## config.mk

```make
export PLATFORM = sky130hd
export DESIGN_NAME = hps_sequencer
export DESIGN_NICKNAME = d
export VERILOG_FILES = /design/src/logic/hps_pkg.sv /design/src/logic/hps_flag_if.sv /design/src/logic/hps_sequencer.sv /design/src/logic/hps_good_flag.sv
export SDC_FILE = /design/constraint.sdc
export NUM_CORES = 1
export LEC_CHECK = 0
export ABC_AREA = 1
export BUFFER_PORTS_ARGS = -buffer_cell sky130_fd_sc_hd__buf_2
export CAP_MARGIN = 20
export CORE_MARGIN = 8
export CORE_UTILIZATION = 42
export CTS_CLUSTER_DIAMETER = 100
export DETAILED_ROUTE_END_ITERATION = 6
export PLACE_DENSITY = 0.64
export SYNTH_ARGS = -nofsm -noshare
export SYNTH_HDL_FRONTEND = slang
export SYNTH_SLANG_ARGS = --single-unit
export TNS_END_PERCENT = 20
```

## constraint.sdc

```tcl
create_clock -name clk_in -period 3.95 [get_ports clk_in]
set_input_delay 0.79 -clock clk_in [delete_from_list [all_inputs] [get_ports clk_in]]
set_output_delay 0.79 -clock clk_in [all_outputs]
set_load 0.03 [all_outputs]
```

## src/logic/hps_pkg.sv

```systemverilog
package hps_pkg;
	// Clock and timebase
	localparam int CLK_PERIOD_NS = 4;
	localparam int TICK_NS       = 1000;
	localparam int TICK_CYCLES   = TICK_NS / CLK_PERIOD_NS;
	localparam int TICK_W        = 8;

	// Sequencing times in microseconds
	localparam int DEBOUNCE_US      = 32000;
	localparam int REG_DELAY_STD_US = 125;
	localparam int REG_DELAY_OPT_US = 10000;
	localparam int RESET_DELAY_US   = 20000;
	localparam int HOLD_TIMEOUT_US  = 500000;
	localparam int TIME_W           = 20;

	// Good flag reaction bound in nanoseconds, and its cycle count
	localparam int FLAG_MAX_NS     = 10000;
	localparam int FLAG_MAX_CYCLES = FLAG_MAX_NS / CLK_PERIOD_NS;

	// Sequencer states
	typedef enum logic [3:0] {
		HPS_OFF        = 4'h0,
		HPS_DEBOUNCE   = 4'h1,
		HPS_FIRST_UP   = 4'h2,
		HPS_REG_DLY_UP = 4'h3,
		HPS_SECOND_UP  = 4'h4,
		HPS_RST_DLY_UP = 4'h5,
		HPS_HOLD_WAIT  = 4'h6,
		HPS_RUN        = 4'h7,
		HPS_RST_DLY_DN = 4'h8,
		HPS_SECOND_DN  = 4'h9,
		HPS_REG_DLY_DN = 4'ha
	} hps_state_t;
endpackage

```

## src/logic/hps_flag_if.sv

```systemverilog
`timescale 1ns/10ps
interface hps_flag_if;
	logic above_rise;
	logic below_fall;
	logic good;

	modport flag (input above_rise, input below_fall, output good);
	modport user (output above_rise, output below_fall, input good);
endinterface

```

## src/logic/hps_sequencer.sv

```systemverilog
`timescale 1ns/10ps
// Function
// - Each of the two regulators has an internal good flag raised when its output reaches the rise threshold.
// - A good flag is cleared when its regulator output falls to the lower fall threshold, giving hysteresis.
// - A good flag follows a threshold crossing within 10 us in either direction.
// - The good flags stay internal and drive only the sequencing, never a pin.
// - At power-up, after the first good flag rises, wait the regulator delay and enable the second regulator.
// - At power-up, after the second good flag rises, wait the reset delay and release reset high.
// - At power-down, after reset goes low, wait the reset delay and disable the second regulator.
// - At power-down, after the second good flag falls, wait the regulator delay and disable the first regulator.
// - A key press held for the debounce time asserts the key interrupt and starts power-up.
// - A charger detect falling while off starts power-up after the debounce time with the interrupt left high.
// - After reset release the host must raise hold within the timeout, else interrupt clears and power goes down unless the charger is detected.
// - Either good flag falling while running drives reset low at once and powers down.
module hps_sequencer #(
	parameter int TICK_CYCLES     = hps_pkg::TICK_CYCLES,
	parameter int DEBOUNCE_US     = hps_pkg::DEBOUNCE_US,
	parameter int REG_DELAY_US    = hps_pkg::REG_DELAY_STD_US,
	parameter int RESET_DELAY_US  = hps_pkg::RESET_DELAY_US,
	parameter int HOLD_TIMEOUT_US = hps_pkg::HOLD_TIMEOUT_US
) (
	// Clock and reset
	input  wire logic clk_in,
	input  wire logic reset_in,
	// Wake sources and host request
	input  wire logic power_key_in,
	input  wire logic charger_detect_n_in,
	input  wire logic host_hold_power_request_in,
	// Regulator comparator levels
	input  wire logic first_regulator_above_rise_in,
	input  wire logic first_regulator_below_fall_in,
	input  wire logic second_regulator_above_rise_in,
	input  wire logic second_regulator_below_fall_in,
	// Regulator enables and host signals
	output logic      first_regulator_enable_out,
	output logic      second_regulator_enable_out,
	output logic      host_reset_n_out,
	output logic      key_irq_n_out
);
	localparam int TW = hps_pkg::TIME_W;

	// Timer end test on a microsecond tick
	function automatic logic timer_done(input logic [TW-1:0] count, input int limit_us, input logic tick);
		timer_done = tick && (count >= TW'(limit_us - 1));
	endfunction

	// Good flags, internal only
	hps_flag_if first_flag ();
	hps_flag_if second_flag ();
	assign first_flag.above_rise  = first_regulator_above_rise_in;
	assign first_flag.below_fall  = first_regulator_below_fall_in;
	assign second_flag.above_rise = second_regulator_above_rise_in;
	assign second_flag.below_fall = second_regulator_below_fall_in;

	hps_good_flag u_first_flag (
		.clk_in   (clk_in),
		.reset_in (reset_in),
		.cmp      (first_flag.flag)
	);
	hps_good_flag u_second_flag (
		.clk_in   (clk_in),
		.reset_in (reset_in),
		.cmp      (second_flag.flag)
	);

	wire logic first_good;
	wire logic second_good;
	assign first_good  = first_flag.good;
	assign second_good = second_flag.good;

	// Microsecond tick divider
	localparam int KW = hps_pkg::TICK_W;
	logic [KW-1:0] tick_count;
	wire logic     tick;
	assign tick = (tick_count == KW'(TICK_CYCLES - 1));

	always_ff @(posedge clk_in) begin
		if (reset_in || tick) begin
			tick_count <= '0;
		end else begin
			tick_count <= tick_count + 1'b1;
		end
	end

	// State, timer and output registers
	hps_pkg::hps_state_t state;
	hps_pkg::hps_state_t next_state;
	logic [TW-1:0]       timer;
	logic                from_key;
	logic                next_from_key;
	logic                next_first_en;
	logic                next_second_en;
	logic                next_reset_n;
	logic                next_irq_n;

	// Wake and shutdown conditions
	wire logic wake_key;
	wire logic wake_charger;
	wire logic source_held;
	wire logic charger_in;
	wire logic rail_lost;
	assign wake_key     = power_key_in;
	assign wake_charger = !charger_detect_n_in;
	assign charger_in   = !charger_detect_n_in;
	assign source_held  = from_key ? power_key_in : wake_charger;
	assign rail_lost    = !first_good || !second_good;

	// Next state and next outputs
	always_comb begin
		next_state     = state;
		next_from_key  = from_key;
		next_first_en  = first_regulator_enable_out;
		next_second_en = second_regulator_enable_out;
		next_reset_n   = host_reset_n_out;
		next_irq_n     = key_irq_n_out;
		case (state)
			hps_pkg::HPS_OFF: begin
				next_first_en  = 1'b0;
				next_second_en = 1'b0;
				next_reset_n   = 1'b0;
				next_irq_n     = 1'b1;
				if (wake_key || wake_charger) begin
					next_from_key = wake_key;
					next_state    = hps_pkg::HPS_DEBOUNCE;
				end
			end
			hps_pkg::HPS_DEBOUNCE: begin
				if (!source_held) begin
					next_state = hps_pkg::HPS_OFF;
				end else if (timer_done(timer, DEBOUNCE_US, tick)) begin
					next_first_en = 1'b1;
					next_irq_n    = !from_key;
					next_state    = hps_pkg::HPS_FIRST_UP;
				end
			end
			hps_pkg::HPS_FIRST_UP: begin
				if (first_good) begin
					next_state = hps_pkg::HPS_REG_DLY_UP;
				end
			end
			hps_pkg::HPS_REG_DLY_UP: begin
				if (timer_done(timer, REG_DELAY_US, tick)) begin
					next_second_en = 1'b1;
					next_state     = hps_pkg::HPS_SECOND_UP;
				end
			end
			hps_pkg::HPS_SECOND_UP: begin
				if (second_good) begin
					next_state = hps_pkg::HPS_RST_DLY_UP;
				end
			end
			hps_pkg::HPS_RST_DLY_UP: begin
				if (timer_done(timer, RESET_DELAY_US, tick)) begin
					next_reset_n = 1'b1;
					next_state   = hps_pkg::HPS_HOLD_WAIT;
				end
			end
			hps_pkg::HPS_HOLD_WAIT: begin
				if (rail_lost) begin
					next_reset_n = 1'b0;
					next_irq_n   = 1'b1;
					next_state   = hps_pkg::HPS_RST_DLY_DN;
				end else if (host_hold_power_request_in) begin
					next_irq_n = 1'b1;
					next_state = hps_pkg::HPS_RUN;
				end else if (timer_done(timer, HOLD_TIMEOUT_US, tick)) begin
					next_irq_n = 1'b1;
					if (charger_in) begin
						next_state = hps_pkg::HPS_RUN;
					end else begin
						next_reset_n = 1'b0;
						next_state   = hps_pkg::HPS_RST_DLY_DN;
					end
				end
			end
			hps_pkg::HPS_RUN: begin
				if (rail_lost || (!host_hold_power_request_in && !charger_in)) begin
					next_reset_n = 1'b0;
					next_state   = hps_pkg::HPS_RST_DLY_DN;
				end
			end
			hps_pkg::HPS_RST_DLY_DN: begin
				if (timer_done(timer, RESET_DELAY_US, tick)) begin
					next_second_en = 1'b0;
					next_state     = hps_pkg::HPS_SECOND_DN;
				end
			end
			hps_pkg::HPS_SECOND_DN: begin
				if (!second_good) begin
					next_state = hps_pkg::HPS_REG_DLY_DN;
				end
			end
			hps_pkg::HPS_REG_DLY_DN: begin
				if (timer_done(timer, REG_DELAY_US, tick)) begin
					next_first_en = 1'b0;
					next_state    = hps_pkg::HPS_OFF;
				end
			end
			default: begin
				next_state = hps_pkg::HPS_OFF;
			end
		endcase
	end

	// Timer restarts on every state change, counts microsecond ticks
	always_ff @(posedge clk_in) begin
		if (reset_in || (next_state != state)) begin
			timer <= '0;
		end else if (tick && (timer != {TW{1'b1}})) begin
			timer <= timer + 1'b1;
		end
	end

	// State and output registers
	always_ff @(posedge clk_in) begin
		if (reset_in) begin
			state                       <= hps_pkg::HPS_OFF;
			from_key                    <= 1'b0;
			first_regulator_enable_out  <= 1'b0;
			second_regulator_enable_out <= 1'b0;
			host_reset_n_out            <= 1'b0;
			key_irq_n_out               <= 1'b1;
		end else begin
			state                       <= next_state;
			from_key                    <= next_from_key;
			first_regulator_enable_out  <= next_first_en;
			second_regulator_enable_out <= next_second_en;
			host_reset_n_out            <= next_reset_n;
			key_irq_n_out               <= next_irq_n;
		end
	end
endmodule

```

## src/logic/hps_good_flag.sv

```systemverilog
`timescale 1ns/10ps
module hps_good_flag (
	// Clock and reset
	input  wire logic clk_in,
	input  wire logic reset_in,
	// Comparator side and flag
	hps_flag_if.flag  cmp
);
	// Hysteresis: set at rise threshold, clear at fall threshold, else hold
	logic next_good;
	assign next_good = cmp.below_fall ? 1'b0 : (cmp.above_rise ? 1'b1 : cmp.good);

	// One cycle reaction, far inside the bound
	always_ff @(posedge clk_in) begin
		if (reset_in) begin
			cmp.good <= 1'b0;
		end else begin
			cmp.good <= next_good;
		end
	end
endmodule

```

### Word-level counts from Yosys, hierarchy flattened

Index checks and enable logic that the tools add are counted.
Widths: inputs -> output; s select.

| word-level totals | value |
|---|---|
| register bits | 39 |
| input bits | 9 |
| output and inout port bits | 4 |
| logic and storage cells | 105 |

| cells by class | value |
|---|---|
| add/subtract/negate cells | 2 |
| order comparisons | 4 |
| equality and inequality tests | 24 |
| multiplexer cells | 37 |
| reductions and logical operators | 28 |

Operators with widths:

| cell | count |
|---|---|
| $mux 4 | 15 |
| $pmux 4 s11 | 1 |
| $ge 20x15->1 const B | 2 |
| $add 20x1->20 const B | 1 |
| $ge 20x19->1 const B | 1 |
| $ge 20x7->1 const B | 1 |
| $ne 20x20->1 const B | 1 |
| $mux 1 | 17 |
| $eq 4x3->1 const B | 4 |
| $ne 2x2->1 const B | 7 |
| $eq 4x4->1 const B | 3 |
| $ne 3x3->1 const B | 3 |
| $pmux 1 s3 | 3 |
| $reduce_bool 3->1 | 3 |
| $add 8x1->8 const B | 1 |
| $eq 4x2->1 const B | 2 |
| $eq 8x8->1 const B | 1 |
| $reduce_and 4->1 | 2 |
| $logic_and 1x1->1 | 6 |
| $reduce_and 6->1 | 1 |
| $logic_not 1->1 | 5 |
| $logic_or 1x1->1 | 5 |
| $eq 4x1->1 const B | 1 |
| $logic_not 4->1 | 1 |
| other kinds (7) | 8 |

### Longest topological paths before layout

Gate-level depths: netlist of the first run.

| logic depth | value |
|---|---|
| word-level depth | 8 |
| gate-level depth with buffers | 17 |
| depth with buffers taken out | 16 |

### Cells and area by module

Synthesis of the first run repeated with hierarchy kept, for this count alone.

| unflattened totals | value |
|---|---|
| cells, all modules | 418 |
| area total of the unflattened synthesis | 2813.9 um^2 |

Modules (own cells, without submodules):

| module | instances | cells each | area an instance (um^2) |
|---|---|---|---|
| hps_sequencer | 1 | 406 | 2736.4 |
| hps_good_flag | 2 | 6 | 38.8 |

### Least setup slack after synthesis of the first run

Ideal clock, no wire load.

| timing path | value |
|---|---|
| kind | input to register |
| start | in host_hold_power_request_in |
| end | reg timer[10] |
| arrival time | 1.910 ns |
| path slack | 1.967 ns |
| cell stages on the path | 12 |
| path buffers | 1 |
| path through | inv_1 -> a21oi_1 -> nand2_1 -> nand3_1 -> nor2_1 -> nand2_1 -> nor2_1 -> nand3_1 -> nand2_1 -> nand3_1 -> buf_4 -> nor3_2 |

| between the ends | value |
|---|---|
| word-level cells in the longest chain between the ends | 7 |
| elaborated cells between the ends (all ways) | 9 |
| classes of those cells | eq/ne: 1; mux: 4; reduce/logical: 4 |

Ends and longest elaborated chain:

| element | RTL line | RTL |
|---|---|---|
| from (decl) | hps_sequencer.sv:28 | `input wire logic host_hold_power_request_in,` |
| $logic_not 1->1 | hps_sequencer.sv:177 | `if (rail_lost \|\| (!host_hold_power_request_in && !charger_in)) begin` |
| $logic_and 1x1->1 | hps_sequencer.sv:177 |  |
| $logic_or 1x1->1 | hps_sequencer.sv:177 |  |
| $mux 4 | hps_sequencer.sv:177 |  |
| $pmux 4 s11 * | hps_sequencer.sv:116 | `case (state)` |
| $ne 4x4->1 * | hps_sequencer.sv:207 | `if (reset_in \|\| (next_state != state)) begin` |
| $logic_or 1x1->1 * | hps_sequencer.sv:207 |  |
| to (signal assigned) | hps_sequencer.sv:210 | `timer <= timer + 1'b1;` |
| to (decl) | hps_sequencer.sv:88 | `logic [TW-1:0] timer;` |

Every way passes the cells marked *; elsewhere a longest branch is shown, timed or not.
A chain may end at the register's enable or synchronous reset.

### Worst setup path in the final report of the first run

| timing path | value |
|---|---|
| start | reg tick_count[0] |
| end | reg timer[13] |

| between the ends | value |
|---|---|
| word-level cells in the longest chain between the ends | 8 |
| elaborated cells between the ends (all ways) | 18 |
| classes of those cells | eq/ne: 2; mux: 10; reduce/logical: 6 |

Ends and longest elaborated chain:

| element | RTL line | RTL |
|---|---|---|
| from (decl) | hps_sequencer.sv:73 | `logic [KW-1:0] tick_count;` |
| from (signal assigned) | hps_sequencer.sv:81 | `tick_count <= tick_count + 1'b1;` |
| $eq 8x8->1 * | hps_sequencer.sv:75 | `assign tick = (tick_count == KW'(TICK_CYCLES - 1));` |
| $logic_and 1x1->1 | hps_sequencer.sv:44 | `timer_done = tick && (count >= TW'(limit_us - 1));` |
| $mux 4 | hps_sequencer.sv:166 | `end else if (timer_done(timer, HOLD_TIMEOUT_US, tick)) begin` |
| $mux 4 | hps_sequencer.sv:163 | `end else if (host_hold_power_request_in) begin` |
| $mux 4 | hps_sequencer.sv:159 | `if (rail_lost) begin` |
| $pmux 4 s11 | hps_sequencer.sv:116 |  |
| $ne 4x4->1 | hps_sequencer.sv:207 |  |
| $logic_or 1x1->1 | hps_sequencer.sv:207 |  |

Marks and branches as above.

==> impl_metrics.prom, run 1 <==
# TYPE chip_impl_metric gauge
chip_impl_info{name="status",value="completed"} 1
chip_impl_metric{name="total_via_count_in_the_routed_design",unit=""} 2452
chip_impl_metric{name="multi_input_area",unit="sq mm"} 0.001620
chip_impl_metric{name="hold_violations",unit=""} 0
chip_impl_metric{name="cts.sink_count",unit=""} 39
chip_impl_metric{name="hold_ws",unit="ns"} 0.4421
chip_impl_metric{name="setup_total_negative_slack",unit="ns"} 0
chip_impl_metric{name="cts.repair.resized",unit=""} 0
chip_impl_metric{name="grt_antenna_before_repair",unit=""} 0
chip_impl_metric{name="synthesis.instances",unit=""} 407
chip_impl_metric{name="drt_pre_antenna_iters",unit=""} 4
chip_impl_info{name="worstSetupPathType",value="register to register"} 1
chip_impl_metric{name="max-clock-path-buffers",unit=""} 2
chip_impl_metric{name="ys_seq_area_share",unit="%"} 28.89
chip_impl_metric{name="arrival",unit="ns"} 2.59
chip_impl_metric{name="grt_first_pass_wirelength",unit="um"} 10420
chip_impl_metric{name="gp_congestion",unit=""} 0.9283
chip_impl_metric{name="die_area",unit="sq mm"} 0.009257
chip_impl_metric{name="rr_worst_depth",unit=""} 10
chip_impl_info{name="cell_types_with_the_largest_area_share_after_synthesis",value="sky130_fd_sc_hd__dfxtp_1, sky130_fd_sc_hd__nand2_1, sky130_fd_sc_hd__nor2_1, sky130_fd_sc_hd__nor3_2, sky130_fd_sc_hd__inv_1"} 1
chip_impl_info{name="post-synth-top-area-cell",value="sky130_fd_sc_hd__dfxtp_1"} 1
chip_impl_metric{name="dieHeight",unit="um"} 96.22
chip_impl_metric{name="synth_edf_count",unit=""} 0
chip_impl_metric{name="sequential_cell_area",unit="sq um"} 780.7
chip_impl_metric{name="io_pins",unit=""} 13
chip_impl_info{name="holdCritPathClass",value="register to register"} 1
chip_impl_metric{name="clkLatencyLatePin",unit="ns"} 0.30
chip_impl_metric{name="wl_per_cell",unit="um"} 12.06
chip_impl_metric{name="crit_path_max_fanout",unit=""} 11
chip_impl_metric{name="final_layout_size_suffix_gt1_share",unit="%"} 18.81
chip_impl_metric{name="max_capacitance_violation_count",unit=""} 0
chip_impl_metric{name="syn-mean-instance-area",unit="sq um"} 6.640
chip_impl_info{name="cell_with_the_most_instances_on_the_worst_path",value="sky130_fd_sc_hd__nand2_1"} 1
chip_impl_metric{name="synth_nets",unit=""} 420
chip_impl_metric{name="place.port_buffers",unit=""} 12
chip_impl_metric{name="fp.coreArea",unit="sq mm"} 0.006277
chip_impl_info{name="timing.rr.end",value="timer[13]$_SDFFE_PP0P_"} 1
chip_impl_metric{name="yosys.area.top_type_share",unit="%"} 28.89
chip_impl_metric{name="detailed_place_hpwl",unit="um"} 4573
chip_impl_info{name="launch_point_of_the_worst_hold_path",value="first_regulator_enable_out$_SDFFE_PP0P_"} 1
chip_impl_metric{name="grt_max_degree",unit=""} 21
chip_impl_metric{name="first_global_vias",unit=""} 2249
chip_impl_metric{name="p_leak",unit="nW"} 1.244
chip_impl_metric{name="fmax",unit="MHz"} 423.5
chip_impl_metric{name="ys_async_sr_fraction",unit="%"} 0
chip_impl_metric{name="timing.hold.worst_path_depth",unit=""} 2
chip_impl_metric{name="finalSetupViolations",unit=""} 0
chip_impl_metric{name="dieWidth",unit="um"} 96.22
chip_impl_metric{name="timing.reg2reg.setup_slack",unit="ns"} 1.59
chip_impl_info{name="timing.critical_path.cells",value="ha_1 > nand2_1 > nor2_2 > nand2_2 > inv_1 > nand3_1 > nor2_1 > nand2_1 > xor2_1 > nor3_2"} 1
chip_impl_info{name="synthMostInstantiatedCell",value="sky130_fd_sc_hd__nand2_1"} 1
chip_impl_info{name="synth_common_cells",value="sky130_fd_sc_hd__nand2_1, sky130_fd_sc_hd__nor2_1, sky130_fd_sc_hd__inv_1, sky130_fd_sc_hd__dfxtp_1"} 1
chip_impl_metric{name="yosysUniqueCellTypes",unit=""} 35
chip_impl_metric{name="path_buf_inv",unit=""} 1
chip_impl_info{name="start_kind",value="register"} 1
chip_impl_metric{name="nets",unit=""} 432
chip_impl_metric{name="totalWireLength",unit="um"} 5996
chip_impl_metric{name="vias_per_cell",unit=""} 4.934
chip_impl_metric{name="final.min_clock_period",unit="ns"} 2.361
chip_impl_info{name="cp_slowest_cell",value="sky130_fd_sc_hd__nor2_2"} 1
chip_impl_metric{name="cts_buffers",unit=""} 5
chip_impl_metric{name="peakVddDrop",unit="mV"} 0.1398
chip_impl_info{name="worstSetupEndpointType",value="register"} 1
chip_impl_metric{name="final_max_slew_viol_count",unit=""} 0
chip_impl_metric{name="cp_data_required_time",unit="ns"} 4.18
chip_impl_metric{name="track_usage",unit="%"} 14.16
chip_impl_info{name="critical_path.reg2reg.startpoint",value="tick_count[0]$_SDFF_PP0_"} 1
chip_impl_metric{name="row_count",unit=""} 29
chip_impl_metric{name="initialDrtViolationCount",unit=""} 243
chip_impl_metric{name="cp_slowest_stage_delay",unit="ns"} 0.40
chip_impl_metric{name="cts_setup_buffers",unit=""} 0
chip_impl_metric{name="max_slew.worst_pin.slew",unit="ns"} 0.4850
chip_impl_metric{name="final.period_utilization",unit="%"} 59.78
chip_impl_metric{name="insertedDiodeCount",unit=""} 0
chip_impl_metric{name="overflow",unit=""} 0
chip_impl_metric{name="syn-cell-area",unit="sq mm"} 0.002703
chip_impl_metric{name="p_per_area",unit="mW/mm^2"} 301.8
chip_impl_info{name="ys.flop_type",value="sky130_fd_sc_hd__dfxtp_1"} 1
chip_impl_metric{name="yosys_warnings",unit=""} 0
chip_impl_metric{name="worst_clock_skew",unit="ns"} 0.01201
chip_impl_info{name="rsz_0062_raised_after_global_routing",value="false"} 1
chip_impl_metric{name="ys_ff_latch",unit=""} 39
chip_impl_info{name="cp-startpoint",value="tick_count[0]$_SDFF_PP0_"} 1
chip_impl_metric{name="htree_depth",unit=""} 2
chip_impl_info{name="ctsRootBufferMaster",value="sky130_fd_sc_hd__clkbuf_8"} 1
chip_impl_metric{name="cts.reportedPaths.clkPinSlew",unit="ns"} 0.09
chip_impl_metric{name="worst_slew_margin_rel",unit="%"} 67.63
chip_impl_metric{name="antenna_violating_nets_post_route",unit=""} 0
chip_impl_info{name="tritoncts",value="done"} 1
chip_impl_info{name="hold_path_end",value="first_regulator_enable_out$_SDFFE_PP0P_"} 1
chip_impl_info{name="critPathTopFamily",value="simple AND/OR/NAND/NOR gates"} 1
chip_impl_metric{name="initial_core_util",unit="%"} 43.05
chip_impl_metric{name="cts_hold_buffers",unit=""} 0
chip_impl_metric{name="detail_route.drc_violations",unit=""} 0
chip_impl_metric{name="areaGrowthSynthToFinish",unit="%"} 8.565
chip_impl_metric{name="fillCellCount",unit=""} 639
state kept, by name, indices dropped and copies added, names as in the netlist:
register,flops
timer,20
tick_count,8
state,4
first_regulator_enable_out,1
from_key,1
host_reset_n_out,1
key_irq_n_out,1
second_regulator_enable_out,1
u_first_flag.cmp.good,1
u_second_flag.cmp.good,1
metrics by stage:
| step | area, sq um | worst slack (ns) | util, % | cells | power (mW) |
|---|---|---|---|---|---|
| finish | 2934 | 1.589 | 46.74 | 497 | 0.8855 |
| global route | 2934 | 1.350 | 46.74 | 497 | 0.9151 |
| CTS | 2934 | 1.594 | 46.74 | 497 | 0.8936 |
| detailed placement | 2798 | 1.527 | 44.57 | 489 | 0.4786 |
| global placement | 2798 | 1.546 | 44.57 | 489 | 0.4780 |
| floorplan | 2703 | 1.967 | - | 407 | 0.4613 |
kinds of logic after synthesis:
family,Yosys count,share of synthesized area [%]
buf+inv,69,11.16
fa+ha+maj,4,1.852
flops,39,28.89
simple gates,247,45.70
xor+xnor,19,6.157
compound gates,29,6.250
worst max-delay path by stage:
stage / end / depth (start not counted)
4_1_cts: timer[13]$_SDFFE_PP0P_ / 10
3_3_place_gp: timer[19]$_SDFFE_PP0P_ / 12
2_1_floorplan: timer[10]$_SDFFE_PP0P_ / 12
6_report: timer[13]$_SDFFE_PP0P_ / 10
3_5_place_dp: timer[3]$_SDFFE_PP0P_ / 12
5_1_grt: timer[13]$_SDFFE_PP0P_ / 10
cell usage in the layout, fill, tap and decap left out, types with 3 or more instances in the layout:
master / n
sky130_fd_sc_hd__clkbuf_8: 5
sky130_fd_sc_hd__ha_1: 4
sky130_fd_sc_hd__a21oi_1: 13
sky130_fd_sc_hd__xnor2_1: 3
sky130_fd_sc_hd__nor3_2: 22
sky130_fd_sc_hd__buf_2: 12
sky130_fd_sc_hd__xor2_1: 16
sky130_fd_sc_hd__o21ai_0: 8
sky130_fd_sc_hd__nand4_1: 8
sky130_fd_sc_hd__nor2_1: 63
sky130_fd_sc_hd__dfxtp_1: 39
sky130_fd_sc_hd__nand2_1: 91
sky130_fd_sc_hd__nor2_4: 4
sky130_fd_sc_hd__nand3_2: 3
sky130_fd_sc_hd__nand2_2: 8
sky130_fd_sc_hd__nand3_1: 22
sky130_fd_sc_hd__inv_1: 49
sky130_fd_sc_hd__inv_2: 10
sky130_fd_sc_hd__nor3_1: 12
sky130_fd_sc_hd__nor2_2: 8
tightest hold or removal path: cells and delay by family, from the launching register on:
family,cells,cell delay [ns]
DFF,1,0.32
buffers and inverters,1,0.04
AOI/OAI and AO/OA,1,0.05
layer usage:
layer | vias to the layer above | GRT usage [%] | part of all wire, %
met5 | - | 0 | 0
met4 | 0 | 4.097 | 1.1
met3 | 6 | 2.964 | 4.6
met2 | 39 | 21.57 | 44
met1 | 1098 | 19.52 | 50
li1 | 1309 | - | -
final cells by class:
type / instances / share of cell area, %
clock inverters: 3 / 2.303
multi-input cells: 299 / 55.22
repair buffers: 14 / 2.559
well taps: 77 / 3.284
clock buffers: 5 / 2.345
inverters: 60 / 7.676
flip-flops and latches: 39 / 26.61
where the power goes:
group | switching [mW] | internal [mW] | leakage [nW]
sequential | 0.00677 | 0.400 | 0.316
clock | 0.165 | 0.252 | 0.0644
combinational | 0.0420 | 0.0194 | 0.864
No activity file was read; power rests on OpenSTA's default activity.
==> run 2, diff against run 1 <==
==> constraint.sdc (replaced) <==
create_clock -name clk_in -period 2.3 [get_ports clk_in]
set_input_delay 0.46 -clock clk_in [delete_from_list [all_inputs] [get_ports clk_in]]
set_output_delay 0.46 -clock clk_in [all_outputs]
set_load 0.03 [all_outputs]
==> run 2 against run 1 <==
Against the previous run: first-iteration DRC count fell by 17%; critical path depth is 4 higher; maximum frequency grew 15%; hold slack got worse by 0.12 ns; sequential share of layout area fell by 0.065 points; routed wire length up 0.82%; final cell count grew 0.60%; combinational power increased by 82%; critical path type unchanged; critical endpoint is now timer[19]$_SDFFE_PP0P_; highest routed layer unchanged.
==> impl_metrics.prom, run 2 (synthesis gave the netlist of run 1 again) <==
# TYPE chip_impl_metric gauge
chip_impl_metric{name="cts_buffers",unit=""} 5
chip_impl_metric{name="total_via_count_in_the_routed_design",unit=""} 2500
chip_impl_metric{name="sequential_cell_area",unit="sq um"} 784.5
chip_impl_metric{name="grt_antenna_before_repair",unit=""} 0
chip_impl_metric{name="rr_worst_depth",unit=""} 14
chip_impl_metric{name="power.combinational.fraction",unit="%"} 8.0
chip_impl_metric{name="htree_depth",unit=""} 2
chip_impl_metric{name="peakVddDrop",unit="mV"} 0.3481
chip_impl_metric{name="grtUsageMet2",unit="%"} 22.08
chip_impl_metric{name="max_slew.worst_pin.slew",unit="ns"} 0.5329
chip_impl_metric{name="max-clock-path-buffers",unit=""} 2
chip_impl_metric{name="cts.sink_count",unit=""} 39
chip_impl_metric{name="final_cells",unit=""} 500
chip_impl_metric{name="worst_slew_margin_rel",unit="%"} 64.03
chip_impl_metric{name="final_core_utilization",unit="%"} 47.08
chip_impl_metric{name="seq_power_share",unit="%"} 49.9
chip_impl_metric{name="grt_first_pass_wirelength",unit="um"} 10580
chip_impl_info{name="ctsRootBufferMaster",value="sky130_fd_sc_hd__clkbuf_8"} 1
chip_impl_metric{name="cts_hold_buffers",unit=""} 0
chip_impl_metric{name="vias_per_cell",unit=""} 5.000
chip_impl_metric{name="timing.reg2reg.setup_slack",unit="ns"} 0.25
chip_impl_metric{name="arrival",unit="ns"} 2.27
chip_impl_metric{name="io_pins",unit=""} 13
chip_impl_metric{name="p_leak",unit="nW"} 1.258
chip_impl_metric{name="final.period_utilization",unit="%"} 89.10
chip_impl_metric{name="dieWidth",unit="um"} 96.22
chip_impl_metric{name="cts.reportedPaths.clkPinSlew",unit="ns"} 0.08
chip_impl_metric{name="grt_max_degree",unit=""} 21
chip_impl_metric{name="pwr-share-clk",unit="%"} 42.1
chip_impl_info{name="top_usage_layer",value="met2"} 1
chip_impl_metric{name="cp_data_required_time",unit="ns"} 2.52
chip_impl_metric{name="dieHeight",unit="um"} 96.22
chip_impl_metric{name="met1_usage",unit="%"} 19.14
chip_impl_info{name="worstSetupPathType",value="register to register"} 1
chip_impl_metric{name="overflow",unit=""} 0
chip_impl_metric{name="place.port_buffers",unit=""} 12
chip_impl_info{name="biggestRegsByFlops",value="timer x20, tick_count x8, state x4"} 1
chip_impl_metric{name="power.net_switching",unit="uW"} 352.4
chip_impl_metric{name="row_count",unit=""} 29
chip_impl_info{name="most_common_cell_after_layout_fill_and_taps_aside",value="sky130_fd_sc_hd__nand2_1"} 1
chip_impl_info{name="start_kind",value="register"} 1
chip_impl_metric{name="clkLatencyLatePin",unit="ns"} 0.29
chip_impl_metric{name="track_usage",unit="%"} 14.07
chip_impl_metric{name="antenna_violating_nets_post_route",unit=""} 0
chip_impl_metric{name="crit_path_max_fanout",unit=""} 20
chip_impl_metric{name="nets",unit=""} 435
chip_impl_metric{name="finalSetupViolations",unit=""} 0
chip_impl_info{name="launch_point_of_the_worst_hold_path",value="second_regulator_below_fall_in"} 1
chip_impl_metric{name="timing.hold.worst_path_depth",unit=""} 2
chip_impl_info{name="worstSetupEndpointType",value="register"} 1
chip_impl_metric{name="gp_congestion",unit=""} 0.9704
chip_impl_metric{name="power.share.switching",unit="%"} 25.15
chip_impl_metric{name="numPlacedInstances",unit=""} 492
chip_impl_info{name="status",value="completed"} 1
chip_impl_metric{name="gr-usage-met3",unit="%"} 2.808
chip_impl_metric{name="fp.coreArea",unit="sq mm"} 0.006277
chip_impl_metric{name="worst_clock_skew",unit="ns"} 0.009743
chip_impl_metric{name="hold_violations",unit=""} 0
chip_impl_metric{name="initial_core_util",unit="%"} 43.05
chip_impl_metric{name="cts.repair.resized",unit=""} 0
chip_impl_metric{name="internal_power",unit="mW"} 1.049
chip_impl_metric{name="initialDrtViolationCount",unit=""} 201
chip_impl_metric{name="die_area",unit="sq mm"} 0.009257
chip_impl_metric{name="detailed_place_hpwl",unit="um"} 4648
chip_impl_metric{name="hold_ws",unit="ns"} 0.3182
chip_impl_info{name="holdCritPathClass",value="input port to register"} 1
chip_impl_info{name="most_used_cells_in_the_layout_excluding_fill_and_tap_cells",value="sky130_fd_sc_hd__nand2_1, sky130_fd_sc_hd__nor2_1, sky130_fd_sc_hd__inv_1, sky130_fd_sc_hd__dfxtp_1"} 1
chip_impl_metric{name="detail_route.drc_violations",unit=""} 0
chip_impl_metric{name="fmax",unit="MHz"} 488.0
chip_impl_info{name="critical_path.reg2reg.startpoint",value="timer[0]$_SDFFE_PP0P_"} 1
chip_impl_metric{name="final_layout_size_suffix_gt1_share",unit="%"} 20.57
chip_impl_info{name="tritoncts",value="done"} 1
chip_impl_metric{name="wl_per_cell",unit="um"} 12.09
chip_impl_metric{name="drt_pre_antenna_iters",unit=""} 4
chip_impl_info{name="rsz_0062_raised_after_global_routing",value="false"} 1
chip_impl_metric{name="fillCellCount",unit=""} 656
chip_impl_metric{name="setup_total_negative_slack",unit="ns"} 0
chip_impl_metric{name="areaGrowthSynthToFinish",unit="%"} 9.352
chip_impl_metric{name="totalWireLength",unit="um"} 6045
chip_impl_metric{name="first_global_vias",unit=""} 2383
chip_impl_metric{name="multi_input_area",unit="sq mm"} 0.001623
chip_impl_info{name="max_flop_register",value="timer"} 1
chip_impl_metric{name="insertedDiodeCount",unit=""} 0
chip_impl_metric{name="final.min_clock_period",unit="ns"} 2.049
chip_impl_metric{name="fin_total_pwr",unit="mW"} 1.401
chip_impl_metric{name="p_per_area",unit="mW/mm^2"} 474.0
chip_impl_metric{name="max_capacitance_violation_count",unit=""} 0
chip_impl_metric{name="number_of_flip_flops_in_the_largest_register",unit=""} 20
chip_impl_info{name="timing.rr.end",value="timer[19]$_SDFFE_PP0P_"} 1
chip_impl_metric{name="cts_setup_buffers",unit=""} 0
chip_impl_metric{name="final_max_slew_viol_count",unit=""} 0
chip_impl_info{name="hold_path_end",value="u_second_flag.cmp.good$_SDFFE_PP0P_"} 1
==> run 2: worst max-delay path, stage by stage (launching register included) <==
cell and delay [ns]:
sky130_fd_sc_hd__dfxtp_1 0.40, sky130_fd_sc_hd__ha_1 0.18, sky130_fd_sc_hd__inv_2 0.07, sky130_fd_sc_hd__nor2_1 0.18, sky130_fd_sc_hd__nand3_1 0.12, sky130_fd_sc_hd__nand3_2 0.10, sky130_fd_sc_hd__nand2_2 0.08, sky130_fd_sc_hd__nand2_1 0.09
sky130_fd_sc_hd__nand2_1 0.11, sky130_fd_sc_hd__nor2_2 0.13, sky130_fd_sc_hd__nor2_1 0.05, sky130_fd_sc_hd__nor2_1 0.09, sky130_fd_sc_hd__nand2_1 0.09, sky130_fd_sc_hd__buf_12 0.17, sky130_fd_sc_hd__nor3_2 0.11
==> run 2: worst max path at each step <==
| stage | startpoint | endpoint |
|---|---|---|
| 2_1_floorplan | timer[0]$_SDFFE_PP0P_ | timer[1]$_SDFFE_PP0P_ |
| 3_3_place_gp | host_hold_power_request_in | timer[14]$_SDFFE_PP0P_ |
| 3_5_place_dp | timer[0]$_SDFFE_PP0P_ | timer[12]$_SDFFE_PP0P_ |
| 4_1_cts | timer[0]$_SDFFE_PP0P_ | timer[19]$_SDFFE_PP0P_ |
| 5_1_grt | timer[0]$_SDFFE_PP0P_ | timer[0]$_SDFFE_PP0P_ |
| 6_report | timer[0]$_SDFFE_PP0P_ | timer[19]$_SDFFE_PP0P_ |
==> run 2: cell type report <==
| type | count | area share [%] |
|---|---|---|
| clock buffer | 5 | 2.329 |
| clock inverter | 3 | 1.482 |
| inverter | 60 | 7.621 |
| multi-input combinational | 299 | 54.91 |
| sequential | 39 | 26.55 |
| tap | 77 | 3.260 |
| timing repair buffer | 17 | 3.853 |
==> run 2: layer usage <==
metal / wire length, um / share of wire, %
met1: 3021 / 50
met2: 2732 / 45
met3: 216 / 3.6
met4: 74 / 1.2
met5: 0 / 0
==> run 2: through the flow <==
stage,cell area (sq um),setup slack (ns)
after floorplan,2703,0.5035
after global placement,2833,0.2272
after detailed placement,2833,0.2085
after CTS,2945,0.1952
after global routing,2955,0.01088
final,2955,0.2507
==> run 2: power by group through the flow <==
stage	combinational [mW]	clock, mW	sequential, mW
2_1_floorplan	0.0726	0	0.720
3_3_place_gp	0.108	0	0.714
3_5_place_dp	0.110	0	0.715
4_1_cts	0.110	0.611	0.699
5_1_grt	0.125	0.631	0.702
6_report	0.112	0.590	0.699
